<file path="config.mk">
export PLATFORM = sky130hd
export DESIGN_NAME = fiap_seq
export DESIGN_NICKNAME = d
export VERILOG_FILES = /design/src/logic/fiap_pkg.sv /design/src/logic/fiap_seq.sv /design/src/logic/fiap_unlock.sv /design/src/logic/fiap_timer.sv
export VERILOG_INCLUDE_DIRS = /design/src /design/src/logic
export SDC_FILE = /design/constraint.sdc
export NUM_CORES = 1
export LEC_CHECK = 0
export BUFFER_PORTS_ARGS = -buffer_cell sky130_fd_sc_hd__buf_4
export CAP_MARGIN = 5
export CORE_UTILIZATION = 50
export DETAILED_ROUTE_END_ITERATION = 16
export GPL_TIMING_DRIVEN = 0
export PLACE_DENSITY = 0.66
export SLEW_MARGIN = 10
export SYNTH_ARGS = -nofsm -noshare
export SYNTH_HDL_FRONTEND = slang
export SYNTH_HIERARCHICAL = 1
export SYNTH_SLANG_ARGS = --single-unit
</file>
<file path="constraint.sdc">
create_clock -name i_clk -period 5.4 [get_ports i_clk]
set_input_delay 0.27 -clock i_clk [delete_from_list [all_inputs] [get_ports i_clk]]
set_output_delay 0.27 -clock i_clk [all_outputs]
set_load 0.02 [all_outputs]
</file>
<file path="src/logic/fiap_map.svh">
// Register offsets, field positions, reset values and timing counts of the flash IAP sequencer
`ifndef FIAP_MAP_SVH
`define FIAP_MAP_SVH
`define FIAP_OFF_CTRL 12'h000
`define FIAP_OFF_BCLR 12'h004
`define FIAP_OFF_ADDRL 12'h008
`define FIAP_OFF_ADDRH 12'h00C
`define FIAP_OFF_D0L 12'h010
`define FIAP_OFF_D0H 12'h014
`define FIAP_OFF_K1L 12'h018
`define FIAP_OFF_K1H 12'h01C
`define FIAP_OFF_K2L 12'h020
`define FIAP_OFF_K2H 12'h024
`define FIAP_OFF_K3L 12'h028
`define FIAP_OFF_K3H 12'h02C
`define FIAP_OFF_STAT 12'h030
`define FIAP_B_EN 7
`define FIAP_B_MODE_HI 6
`define FIAP_B_MODE_LO 4
`define FIAP_B_TRIG 3
`define FIAP_B_WT 2
`define FIAP_B_RDEN 1
`define FIAP_B_RD 0
`define FIAP_CTRL_RST 8'h00
`define FIAP_KEY1L 8'h00
`define FIAP_KEY2L 8'h0D
`define FIAP_KEY3L 8'hC3
`define FIAP_KEY1H 8'h04
`define FIAP_KEY2H 8'h09
`define FIAP_KEY3H 8'h40
`define FIAP_CLK_HZ 25000000
`define FIAP_PROG_US 2200
`define FIAP_PROG_CYC ((`FIAP_PROG_US * (`FIAP_CLK_HZ / 1000000)))
`define FIAP_RD_CYC 3
`define FIAP_UNLOCK_CYC 1024
`endif

</file>
<file path="src/logic/fiap_pkg.sv">
// Types shared by the flash IAP sequencer files
package fiap_pkg;
  typedef enum logic [2:0] {
    FIAP_MODE_WRITE = 3'h0,
    FIAP_MODE_ERASE = 3'h1,
    FIAP_MODE_READ = 3'h3,
    FIAP_MODE_UNLOCK = 3'h6
  } fiap_mode_t;
  typedef enum logic [3:0] {
    FIAP_ST_IDLE = 4'b0001,
    FIAP_ST_ERASE = 4'b0010,
    FIAP_ST_PROG = 4'b0100,
    FIAP_ST_READ = 4'b1000
  } fiap_state_t;
endpackage

</file>
<file path="src/logic/fiap_seq.sv">
// Flash IAP program sequencer top with APB register slave and page buffer
//
// Local design decisions: the APB register port and the address map.
`include "fiap_map.svh"
module fiap_seq #(
  parameter int unsigned PAGE_WORDS = 64,
  parameter int unsigned PROG_CYC = `FIAP_PROG_CYC,
  parameter int unsigned UNLOCK_CYC = `FIAP_UNLOCK_CYC
) (
  input wire logic i_clk,
  input wire logic i_rst_n,
  input wire logic i_psel,
  input wire logic i_penable,
  input wire logic i_pwrite,
  input wire logic [11:0] i_paddr,
  input wire logic [31:0] i_pwdata,
  output logic [31:0] o_prdata,
  output logic o_pready,
  output logic o_pslverr,
  output logic o_cpu_stall,
  output logic o_fl_erase,
  output logic o_fl_prog,
  output logic o_fl_read,
  output logic [13:0] o_fl_addr,
  output logic [15:0] o_fl_wdata,
  output logic [5:0] o_fl_widx,
  input wire logic [15:0] i_fl_rdata
);
  import fiap_pkg::*;
  localparam int unsigned TW = 20;

  logic [7:0] ctrl_reg;
  logic clr_req_reg;
  logic [13:0] addr_reg;
  logic [7:0] d0l_reg, d0h_reg;
  logic [7:0] k1l_reg, k1h_reg, k2l_reg, k2h_reg, k3l_reg, k3h_reg;
  logic [5:0] ptr_reg;
  logic [15:0] buf_mem [PAGE_WORDS];
  logic [5:0] idx_reg;
  logic tail_reg;
  fiap_state_t st_reg;
  logic unl_active, unl_grant, tmr_done, tmr_load;
  logic [TW-1:0] tmr_cnt;

  // APB decode: writes act only at the edge where ready is seen, one-cycle answer
  wire acc = i_psel && i_penable && o_pready;
  wire wr = acc && i_pwrite;
  // Register hits by byte offset; every register takes one aligned word
  wire hit_ctrl = i_paddr == `FIAP_OFF_CTRL;
  wire hit_bclr = i_paddr == `FIAP_OFF_BCLR;
  wire hit_al = i_paddr == `FIAP_OFF_ADDRL;
  wire hit_ah = i_paddr == `FIAP_OFF_ADDRH;
  wire hit_d0l = i_paddr == `FIAP_OFF_D0L;
  wire hit_d0h = i_paddr == `FIAP_OFF_D0H;
  wire hit_k1l = i_paddr == `FIAP_OFF_K1L;
  wire hit_k1h = i_paddr == `FIAP_OFF_K1H;
  wire hit_k2l = i_paddr == `FIAP_OFF_K2L;
  wire hit_k2h = i_paddr == `FIAP_OFF_K2H;
  wire hit_k3l = i_paddr == `FIAP_OFF_K3L;
  wire hit_k3h = i_paddr == `FIAP_OFF_K3H;
  wire hit_stat = i_paddr == `FIAP_OFF_STAT;
  // Unmapped offsets answer with an error and read as zero
  wire mapped = hit_ctrl | hit_bclr | hit_al | hit_ah | hit_d0l | hit_d0h | hit_k1l | hit_k1h
                | hit_k2l | hit_k2h | hit_k3l | hit_k3h | hit_stat;
  // Writable registers are at most byte wide; upper write data bits are ignored
  wire [7:0] wb = i_pwdata[7:0];

  // Control field views
  wire [2:0] mode = ctrl_reg[`FIAP_B_MODE_HI:`FIAP_B_MODE_LO];
  wire en = ctrl_reg[`FIAP_B_EN];
  wire idle = st_reg == FIAP_ST_IDLE;
  wire ctrl_wr = wr && hit_ctrl && idle;
  wire trig_set = ctrl_wr && wb[`FIAP_B_TRIG] && (mode == FIAP_MODE_UNLOCK);
  wire wt_set = ctrl_wr && wb[`FIAP_B_WT] && !ctrl_reg[`FIAP_B_WT];
  wire rd_set = ctrl_wr && wb[`FIAP_B_RD] && !ctrl_reg[`FIAP_B_RD];
  // Operation starts: erase/write need the enabled flag, read does not
  wire go_erase = wt_set && en && (wb[6:4] == FIAP_MODE_ERASE);
  wire go_prog = wt_set && en && (wb[6:4] == FIAP_MODE_WRITE);
  wire go_read = rd_set && wb[`FIAP_B_RDEN] && (wb[6:4] == FIAP_MODE_READ);
  // Key is only compared while the window is open, latched at expiry
  wire key_ok = (k1l_reg == `FIAP_KEY1L) && (k2l_reg == `FIAP_KEY2L)
                && (k3l_reg == `FIAP_KEY3L) && (k1h_reg == `FIAP_KEY1H)
                && (k2h_reg == `FIAP_KEY2H) && (k3h_reg == `FIAP_KEY3H);
  wire last_prog = idx_reg == 6'(PAGE_WORDS - 1);

  fiap_unlock #(.WINDOW_CYC(UNLOCK_CYC)) i_fiap_unlock (
    .i_clk(i_clk),
    .i_rst_n(i_rst_n),
    .i_start(trig_set),
    .i_key_ok(key_ok),
    .o_active(unl_active),
    .o_granted(unl_grant)
  );

  // Timer load value: long for erase/program, short for read
  assign tmr_load = go_erase | go_prog | go_read;
  assign tmr_cnt = go_read ? TW'(`FIAP_RD_CYC) : TW'(PROG_CYC);

  fiap_timer #(.W(TW)) i_fiap_timer (
    .i_clk(i_clk),
    .i_rst_n(i_rst_n),
    .i_load(tmr_load),
    .i_count(tmr_cnt),
    .o_done(tmr_done)
  );

  // Control register: enable flag only set by unlock hardware
  always_ff @(posedge i_clk) begin
    if (!i_rst_n) begin
      ctrl_reg <= `FIAP_CTRL_RST;
    end else begin
      if (ctrl_wr) begin
        ctrl_reg[6:4] <= wb[6:4];
        ctrl_reg[`FIAP_B_RDEN] <= wb[`FIAP_B_RDEN];
        ctrl_reg[`FIAP_B_EN] <= en & wb[`FIAP_B_EN];
        ctrl_reg[`FIAP_B_WT] <= go_erase | go_prog;
        ctrl_reg[`FIAP_B_RD] <= go_read;
      end
      ctrl_reg[`FIAP_B_TRIG] <= unl_active | trig_set;
      // Grant is the only way the enabled flag is ever set
      if (unl_grant) begin
        ctrl_reg[`FIAP_B_EN] <= 1'b1;
      end
      // Hardware completion wins; ctrl writes are refused while busy anyway
      if (tmr_done) begin
        ctrl_reg[`FIAP_B_WT] <= 1'b0;
        ctrl_reg[`FIAP_B_RD] <= 1'b0;
      end
    end
  end

  // Address, data and key registers; address low write reloads pointer
  always_ff @(posedge i_clk) begin
    if (!i_rst_n) begin
      addr_reg <= 14'h0000;
      ptr_reg <= 6'h00;
      d0l_reg <= 8'h00;
      d0h_reg <= 8'h00;
      {k1l_reg, k1h_reg, k2l_reg, k2h_reg, k3l_reg, k3h_reg} <= 48'h0000_0000_0000;
    end else begin
      if (wr && hit_al) begin
        addr_reg[7:0] <= wb;
        ptr_reg <= wb[5:0];
      end
      if (wr && hit_ah) begin
        addr_reg[13:8] <= wb[5:0];
      end
      if (wr && hit_d0l) begin
        d0l_reg <= wb;
      end
      if (wr && hit_d0h) begin
        d0h_reg <= wb;
        if (ptr_reg != 6'(PAGE_WORDS - 1)) begin
          ptr_reg <= ptr_reg + 6'h01;
        end
      end
      // Key bytes stay after the window; a retrigger compares whatever is left
      if (wr && hit_k1l) begin
        k1l_reg <= wb;
      end
      if (wr && hit_k1h) begin
        k1h_reg <= wb;
      end
      if (wr && hit_k2l) begin
        k2l_reg <= wb;
      end
      if (wr && hit_k2h) begin
        k2h_reg <= wb;
      end
      if (wr && hit_k3l) begin
        k3l_reg <= wb;
      end
      if (wr && hit_k3h) begin
        k3h_reg <= wb;
      end
      if (tmr_done && st_reg == FIAP_ST_READ) begin
        {d0h_reg, d0l_reg} <= i_fl_rdata;
      end
    end
  end

  // Page buffer: word stored on high-byte write, cleared on request
  always_ff @(posedge i_clk) begin
    if (wr && hit_d0h) begin
      buf_mem[ptr_reg] <= {wb, d0l_reg};
    end else if (clr_req_reg) begin
      buf_mem[idx_reg] <= 16'h0000;
    end
  end

  // Buffer clear walks the page one word per cycle, then drops the bit
  always_ff @(posedge i_clk) begin
    if (!i_rst_n) begin
      clr_req_reg <= 1'b0;
    end else if (wr && hit_bclr && wb[0] && idle) begin
      clr_req_reg <= 1'b1;
    end else if (clr_req_reg && idx_reg == 6'(PAGE_WORDS - 1)) begin
      clr_req_reg <= 1'b0;
    end
  end

  // Operation state machine; whole page erased or programmed
  always_ff @(posedge i_clk) begin
    if (!i_rst_n) begin
      st_reg <= FIAP_ST_IDLE;
      idx_reg <= 6'h00;
      tail_reg <= 1'b0;
      o_fl_erase <= 1'b0;
      o_fl_prog <= 1'b0;
      o_fl_read <= 1'b0;
      o_fl_addr <= 14'h0000;
      o_fl_wdata <= 16'h0000;
      o_fl_widx <= 6'h00;
      o_cpu_stall <= 1'b0;
    end else begin
      o_fl_erase <= 1'b0;
      o_fl_prog <= 1'b0;
      o_fl_read <= 1'b0;
      unique case (st_reg)
        FIAP_ST_IDLE: begin
          // Clear walk shares idx_reg with the program stream
          tail_reg <= 1'b0;
          if (clr_req_reg) begin
            idx_reg <= idx_reg + 6'h01;
          end else begin
            idx_reg <= 6'h00;
          end
          if (go_erase) begin
            st_reg <= FIAP_ST_ERASE;
            o_fl_erase <= 1'b1;
            o_fl_addr <= {addr_reg[13:6], 6'h00};
            o_cpu_stall <= 1'b1;
          end else if (go_prog) begin
            st_reg <= FIAP_ST_PROG;
            o_cpu_stall <= 1'b1;
          end else if (go_read) begin
            st_reg <= FIAP_ST_READ;
            o_fl_read <= 1'b1;
            o_fl_addr <= addr_reg;
            o_cpu_stall <= 1'b1;
          end
        end
        FIAP_ST_PROG: begin
          // Stream every buffer word once; the last word is flagged so it is not resent
          // The stream runs off the timer, so PROG_CYC below PAGE_WORDS - 1 cuts it short
          if (!tail_reg) begin
            o_fl_prog <= 1'b1;
            o_fl_addr <= {addr_reg[13:6], idx_reg};
            o_fl_widx <= idx_reg;
            o_fl_wdata <= buf_mem[idx_reg];
          end
          if (last_prog) begin
            tail_reg <= 1'b1;
          end else begin
            idx_reg <= idx_reg + 6'h01;
          end
          if (tmr_done) begin
            st_reg <= FIAP_ST_IDLE;
            o_cpu_stall <= 1'b0;
            idx_reg <= 6'h00;
          end
        end
        FIAP_ST_ERASE, FIAP_ST_READ: begin
          if (tmr_done) begin
            st_reg <= FIAP_ST_IDLE;
            o_cpu_stall <= 1'b0;
          end
        end
        default: begin
          st_reg <= FIAP_ST_IDLE;
        end
      endcase
    end
  end

  // Read mux, registered so outputs come from flip-flops
  wire [31:0] rmux = hit_ctrl ? {24'h00_0000, ctrl_reg}
                   : hit_bclr ? {31'h0000_0000, clr_req_reg}
                   : hit_al ? {24'h00_0000, addr_reg[7:0]}
                   : hit_ah ? {26'h000_0000, addr_reg[13:8]}
                   : hit_d0l ? {24'h00_0000, d0l_reg}
                   : hit_d0h ? {24'h00_0000, d0h_reg}
                   : hit_k1l ? {24'h00_0000, k1l_reg}
                   : hit_k1h ? {24'h00_0000, k1h_reg}
                   : hit_k2l ? {24'h00_0000, k2l_reg}
                   : hit_k2h ? {24'h00_0000, k2h_reg}
                   : hit_k3l ? {24'h00_0000, k3l_reg}
                   : hit_k3h ? {24'h00_0000, k3h_reg}
                   : hit_stat ? {22'h00_0000, ptr_reg, st_reg}
                   : 32'h0000_0000;

  // Ready one cycle into access phase, error on unmapped address
  always_ff @(posedge i_clk) begin
    if (!i_rst_n) begin
      o_pready <= 1'b0;
      o_pslverr <= 1'b0;
      o_prdata <= 32'h0000_0000;
    end else begin
      o_pready <= i_psel && !i_penable;
      o_pslverr <= i_psel && !i_penable && !mapped;
      o_prdata <= (i_psel && !i_penable) ? rmux : 32'h0000_0000;
    end
  end
endmodule

</file>
<file path="src/logic/fiap_unlock.sv">
// Timed key unlock that grants erase/write permission
`include "fiap_map.svh"
module fiap_unlock #(
  parameter int unsigned WINDOW_CYC = `FIAP_UNLOCK_CYC
) (
  input wire logic i_clk,
  input wire logic i_rst_n,
  input wire logic i_start,
  input wire logic i_key_ok,
  output logic o_active,
  output logic o_granted
);
  import fiap_pkg::*;
  logic [15:0] cnt_reg;
  wire done = o_active && (cnt_reg == 16'h0000);
  // Window counts down; grant fires only if key matched before expiry
  always_ff @(posedge i_clk) begin
    if (!i_rst_n) begin
      cnt_reg <= 16'h0000;
      o_active <= 1'b0;
      o_granted <= 1'b0;
    end else begin
      o_granted <= done && i_key_ok;
      if (i_start && !o_active) begin
        o_active <= 1'b1;
        cnt_reg <= 16'(WINDOW_CYC - 1);
      end else if (done) begin
        o_active <= 1'b0;
      end else if (o_active) begin
        cnt_reg <= cnt_reg - 16'h0001;
      end
    end
  end
endmodule

</file>
<file path="src/logic/fiap_timer.sv">
// Operation busy timer: load a count, pulse when it runs out
module fiap_timer #(
  parameter int unsigned W = 20
) (
  input wire logic i_clk,
  input wire logic i_rst_n,
  input wire logic i_load,
  input wire logic [W-1:0] i_count,
  output logic o_done
);
  import fiap_pkg::*;
  logic [W-1:0] cnt_reg;
  logic run_reg;
  // Single down counter serves erase, program and read timing
  always_ff @(posedge i_clk) begin
    if (!i_rst_n) begin
      cnt_reg <= '0;
      run_reg <= 1'b0;
      o_done <= 1'b0;
    end else begin
      o_done <= run_reg && (cnt_reg == W'(1));
      if (i_load) begin
        cnt_reg <= i_count;
        run_reg <= 1'b1;
      end else if (run_reg) begin
        cnt_reg <= cnt_reg - W'(1);
        if (cnt_reg == W'(1)) begin
          run_reg <= 1'b0;
        end
      end
    end
  end
endmodule

</file>
==> flow_summary.toml <==
[pwr]
leakagePower_nw = 18.19
swShare_pct = 20.93
p_clk_share_pct = 45.3
p_sw_mw = 3.987
p_total_mw = 19.05
pwr-share-comb_pct = 1.6
ir_drop_mv = 0.3108
seqPwrFrac_pct = 53.1
p_int_mw = 15.06
p_per_area_mw_per_mm2 = 327.6

[clock_tree]
clock_latency_ps = 760
post_cts_buffers = 0
clock_path_buffers = 3
htreeDepth = 4
clkSinkCount = 1220
clkTransAtPathRegs_ps = 70
cts_resized = 0
cts_buffers = 131
root_buffer = "clkbuf_16"
cts_tree = "built"

[critical_path]
path_class = "reg -> reg"
reg2reg_from = "idx_reg[3]$_SDFFE_PN0P_"
r2r_slack_ps = 170
arrival_ps = 5730
startpoint_type = "register"
end_kind = "register"
worst_ep_required_time_ps = 5900
r2r_cells = 8
r2r_end = "buf_mem[16][8]$_DFFE_PP_"
worst-path-max-fanout = 10

[synthesis]
synthCells = 2997
synth-simple-area-share_pct = 6.796
synth_compound_area_share_pct = 5.983
synth_xor_area_share_pct = 0.3700
yosys_warnings = 6
synth_seq_cells = 1220
synth_area_leader_cell = "edfxtp_1"
synth_top_cell_area_share_pct = 61.85
ys.flop_type = "edfxtp_1"
yosysMostFrequentCell = "edfxtp_1"
synth_commonest_cells = "edfxtp_1 (1024), mux4_2 (244), dfxtp_1 (196), nand2_1 (172), mux2i_1 (142)"
ys_types = 92
netlist_area_mm2 = 0.04971
seq_area_frac_synth_pct = 69.75
synthArstFlopShare_pct = 0
synthTopCellsByArea = "edfxtp_1 (62%), mux4_2 (11%), dfxtp_1 (7.9%)"
synth_edf_count = 1024
muxShareOfSynthArea_pct = 14.72
synth_adder_area_share_pct = 0.1258
synth_top_family_by_area = "multiplexers"
avgSynthCellArea_um2 = 16.59

[timing]
skew_ps = 28.34
tightest_slew_ps = 1303
hold_viol_final = 0
finalCritPeriodShare_pct = 96.93
hold_slack_ps = 56.61
slew_viol_final = 0
fmax_mhz = 191.1
setup_viol = 0
max-slew-margin-rel_pct = 10.65
period_minus_slack_ps = 5234
setup_ws_ps = 165.8
rsz0062_at_grt = "false"

[route]
ant_nets = 0
drc = 0
drt-total-wl_um = 152000
drt_iter0_markers = 4100
vias = 30831
wl_per_cell_um = 31.80
routed_via_density = 6.450
first_pass_iters = 7

[global_routing]
grt_pass1_vias = 30071
grt_usage_pct = 30.52
antenna_found_initial = 4
grt_max_degree = 65
grt_pass1_wl_um = 215200
overflow = 0

[run]
drv_cap = 0

[min_path]
hold-path-endpoint = "ctrl_reg[5]$_SDFFE_PN0N_"
hold_depth = 5
hold_class = "in -> reg"
hp-start = "i_pwdata[5]"

[finish]
final_core_util_pct = 59.08
num_antenna_cells = 0
nets = 3461
n_fill_cell = 7352
syn_to_final_growth_pct = 16.97
largest_reg_flops = 1024
drive_gt1_share_pct = 24.13
fin_cells = 4780

[place]
portBuffers = 89
dpl.hpwl_um = 109300
place_inst = 4513
pre_cts_slack_ps = 323.0
place_congestion = 0.9872

[floorplanning]
core_area_mm2 = 0.09842
die_w_um = 317.3
initial_core_util_pct = 50.51
dieHeight_um = 317.3
rows = 115
pin_count = 139
design.die.area_mm2 = 0.1007

[outcome]
outcome = "finished clean"
## power groups by stage
stage	clock network [mW]	logic (mW)	registers (mW)
global placement	0	0.250	10.3
detailed placement	0	0.278	10.3
floorplan	0	0.130	10.3
global route	9.08	0.310	10.1
CTS	8.69	0.290	10.1
finish	8.63	0.299	10.1
## cells in the final DEF (no fill, tap or decap), drive strengths merged, types with 7 or more instances in the layout
master and n:
clkinv 49, inv 45, nor2b 22, and2 28, dfxtp 196, nor3 93, clkbuf 296, mux2i 142
a21oi 102, nor4b 13, a211oi 11, nor3b 11, dlygate4sd3 31, or3 23, nor4 31, o21ai 73
mux4 244, nor2 121, a22o 16, nand3 37, conb 31, mux2 35, a311oi 10, o221ai 17
o22ai 30, o21a 9, nand2 172, nand2b 15, a31oi 29, o311a 7, a221oi 18, o31ai 8
buf 285, xor2 18, and3 10, or4 12, a22oi 46, edfxtp 1024, nand4 18
## worst max-delay path: stages (launching register included)
cell,delay [ps]
dfxtp_1,330
clkbuf_1,620
clkbuf_1,590
clkbuf_1,800
buf_1,1040
nor2_1,70
mux2i_1,860
nor3_2,330
buf_4,300
## worst max-delay path by stage
stage	startpoint	cells after the start	endpoint
3_3_place_gp	i_paddr[1]	7	buf_mem[38][14]$_DFFE_PP_
6_report	idx_reg[3]$_SDFFE_PN0P_	8	buf_mem[16][8]$_DFFE_PP_
5_1_grt	idx_reg[0]$_SDFFE_PN0P_	11	buf_mem[25][13]$_DFFE_PP_
3_5_place_dp	idx_reg[0]$_SDFFE_PN0P_	11	buf_mem[25][8]$_DFFE_PP_
4_1_cts	idx_reg[0]$_SDFFE_PN0P_	11	buf_mem[13][8]$_DFFE_PP_
2_1_floorplan	i_paddr[7]	7	buf_mem[0][13]$_DFFE_PP_
## routing by layer
| metal | part of all wire, % | global-route usage (%) |
|---|---|---|
| met5 | 0.031 | 0 |
| met1 | 39 | 41.74 |
| met4 | 4.4 | 12.93 |
| met2 | 46 | 47.02 |
| met3 | 11 | 7.337 |
## layout make-up
class | instances | area [µm²] | share of cell area, %
Clock buffer | 169 | 3452 | 5.937
Buffer | 212 | 979.7 | 1.685
Clock inverter | 66 | 636.9 | 1.095
Tap cell | 1287 | 1610 | 2.769
Timing Repair Buffer | 231 | 2236 | 3.845
Multi-Input combinational cell | 1558 | 14420 | 24.80
Inverter | 37 | 138.9 | 0.2388
Sequential cell | 1220 | 34670 | 59.63
## kinds of logic after synthesis
family | after synthesis
flops | 1220
simple gates | 640
compound gates | 440
mux | 421
buf+inv | 249
xor+xnor | 21
fa+ha+maj | 5
other cells | 1
## per-stage QoR
step,instance area [µm²],TNS (ps)
5_1_grt,58150,0
2_1_floorplan,49830,0
3_5_place_dp,53720,0
4_1_cts,58120,0
3_3_place_gp,52100,-946320
6_report,58150,0
## repair_timing
action | CTS | global route
setup endpoints to repair | 0 | 0
hold buffers | 31 | 0
endpoints found under the hold margin | 29 | 0
No activity file was read; power rests on OpenSTA's default activity.
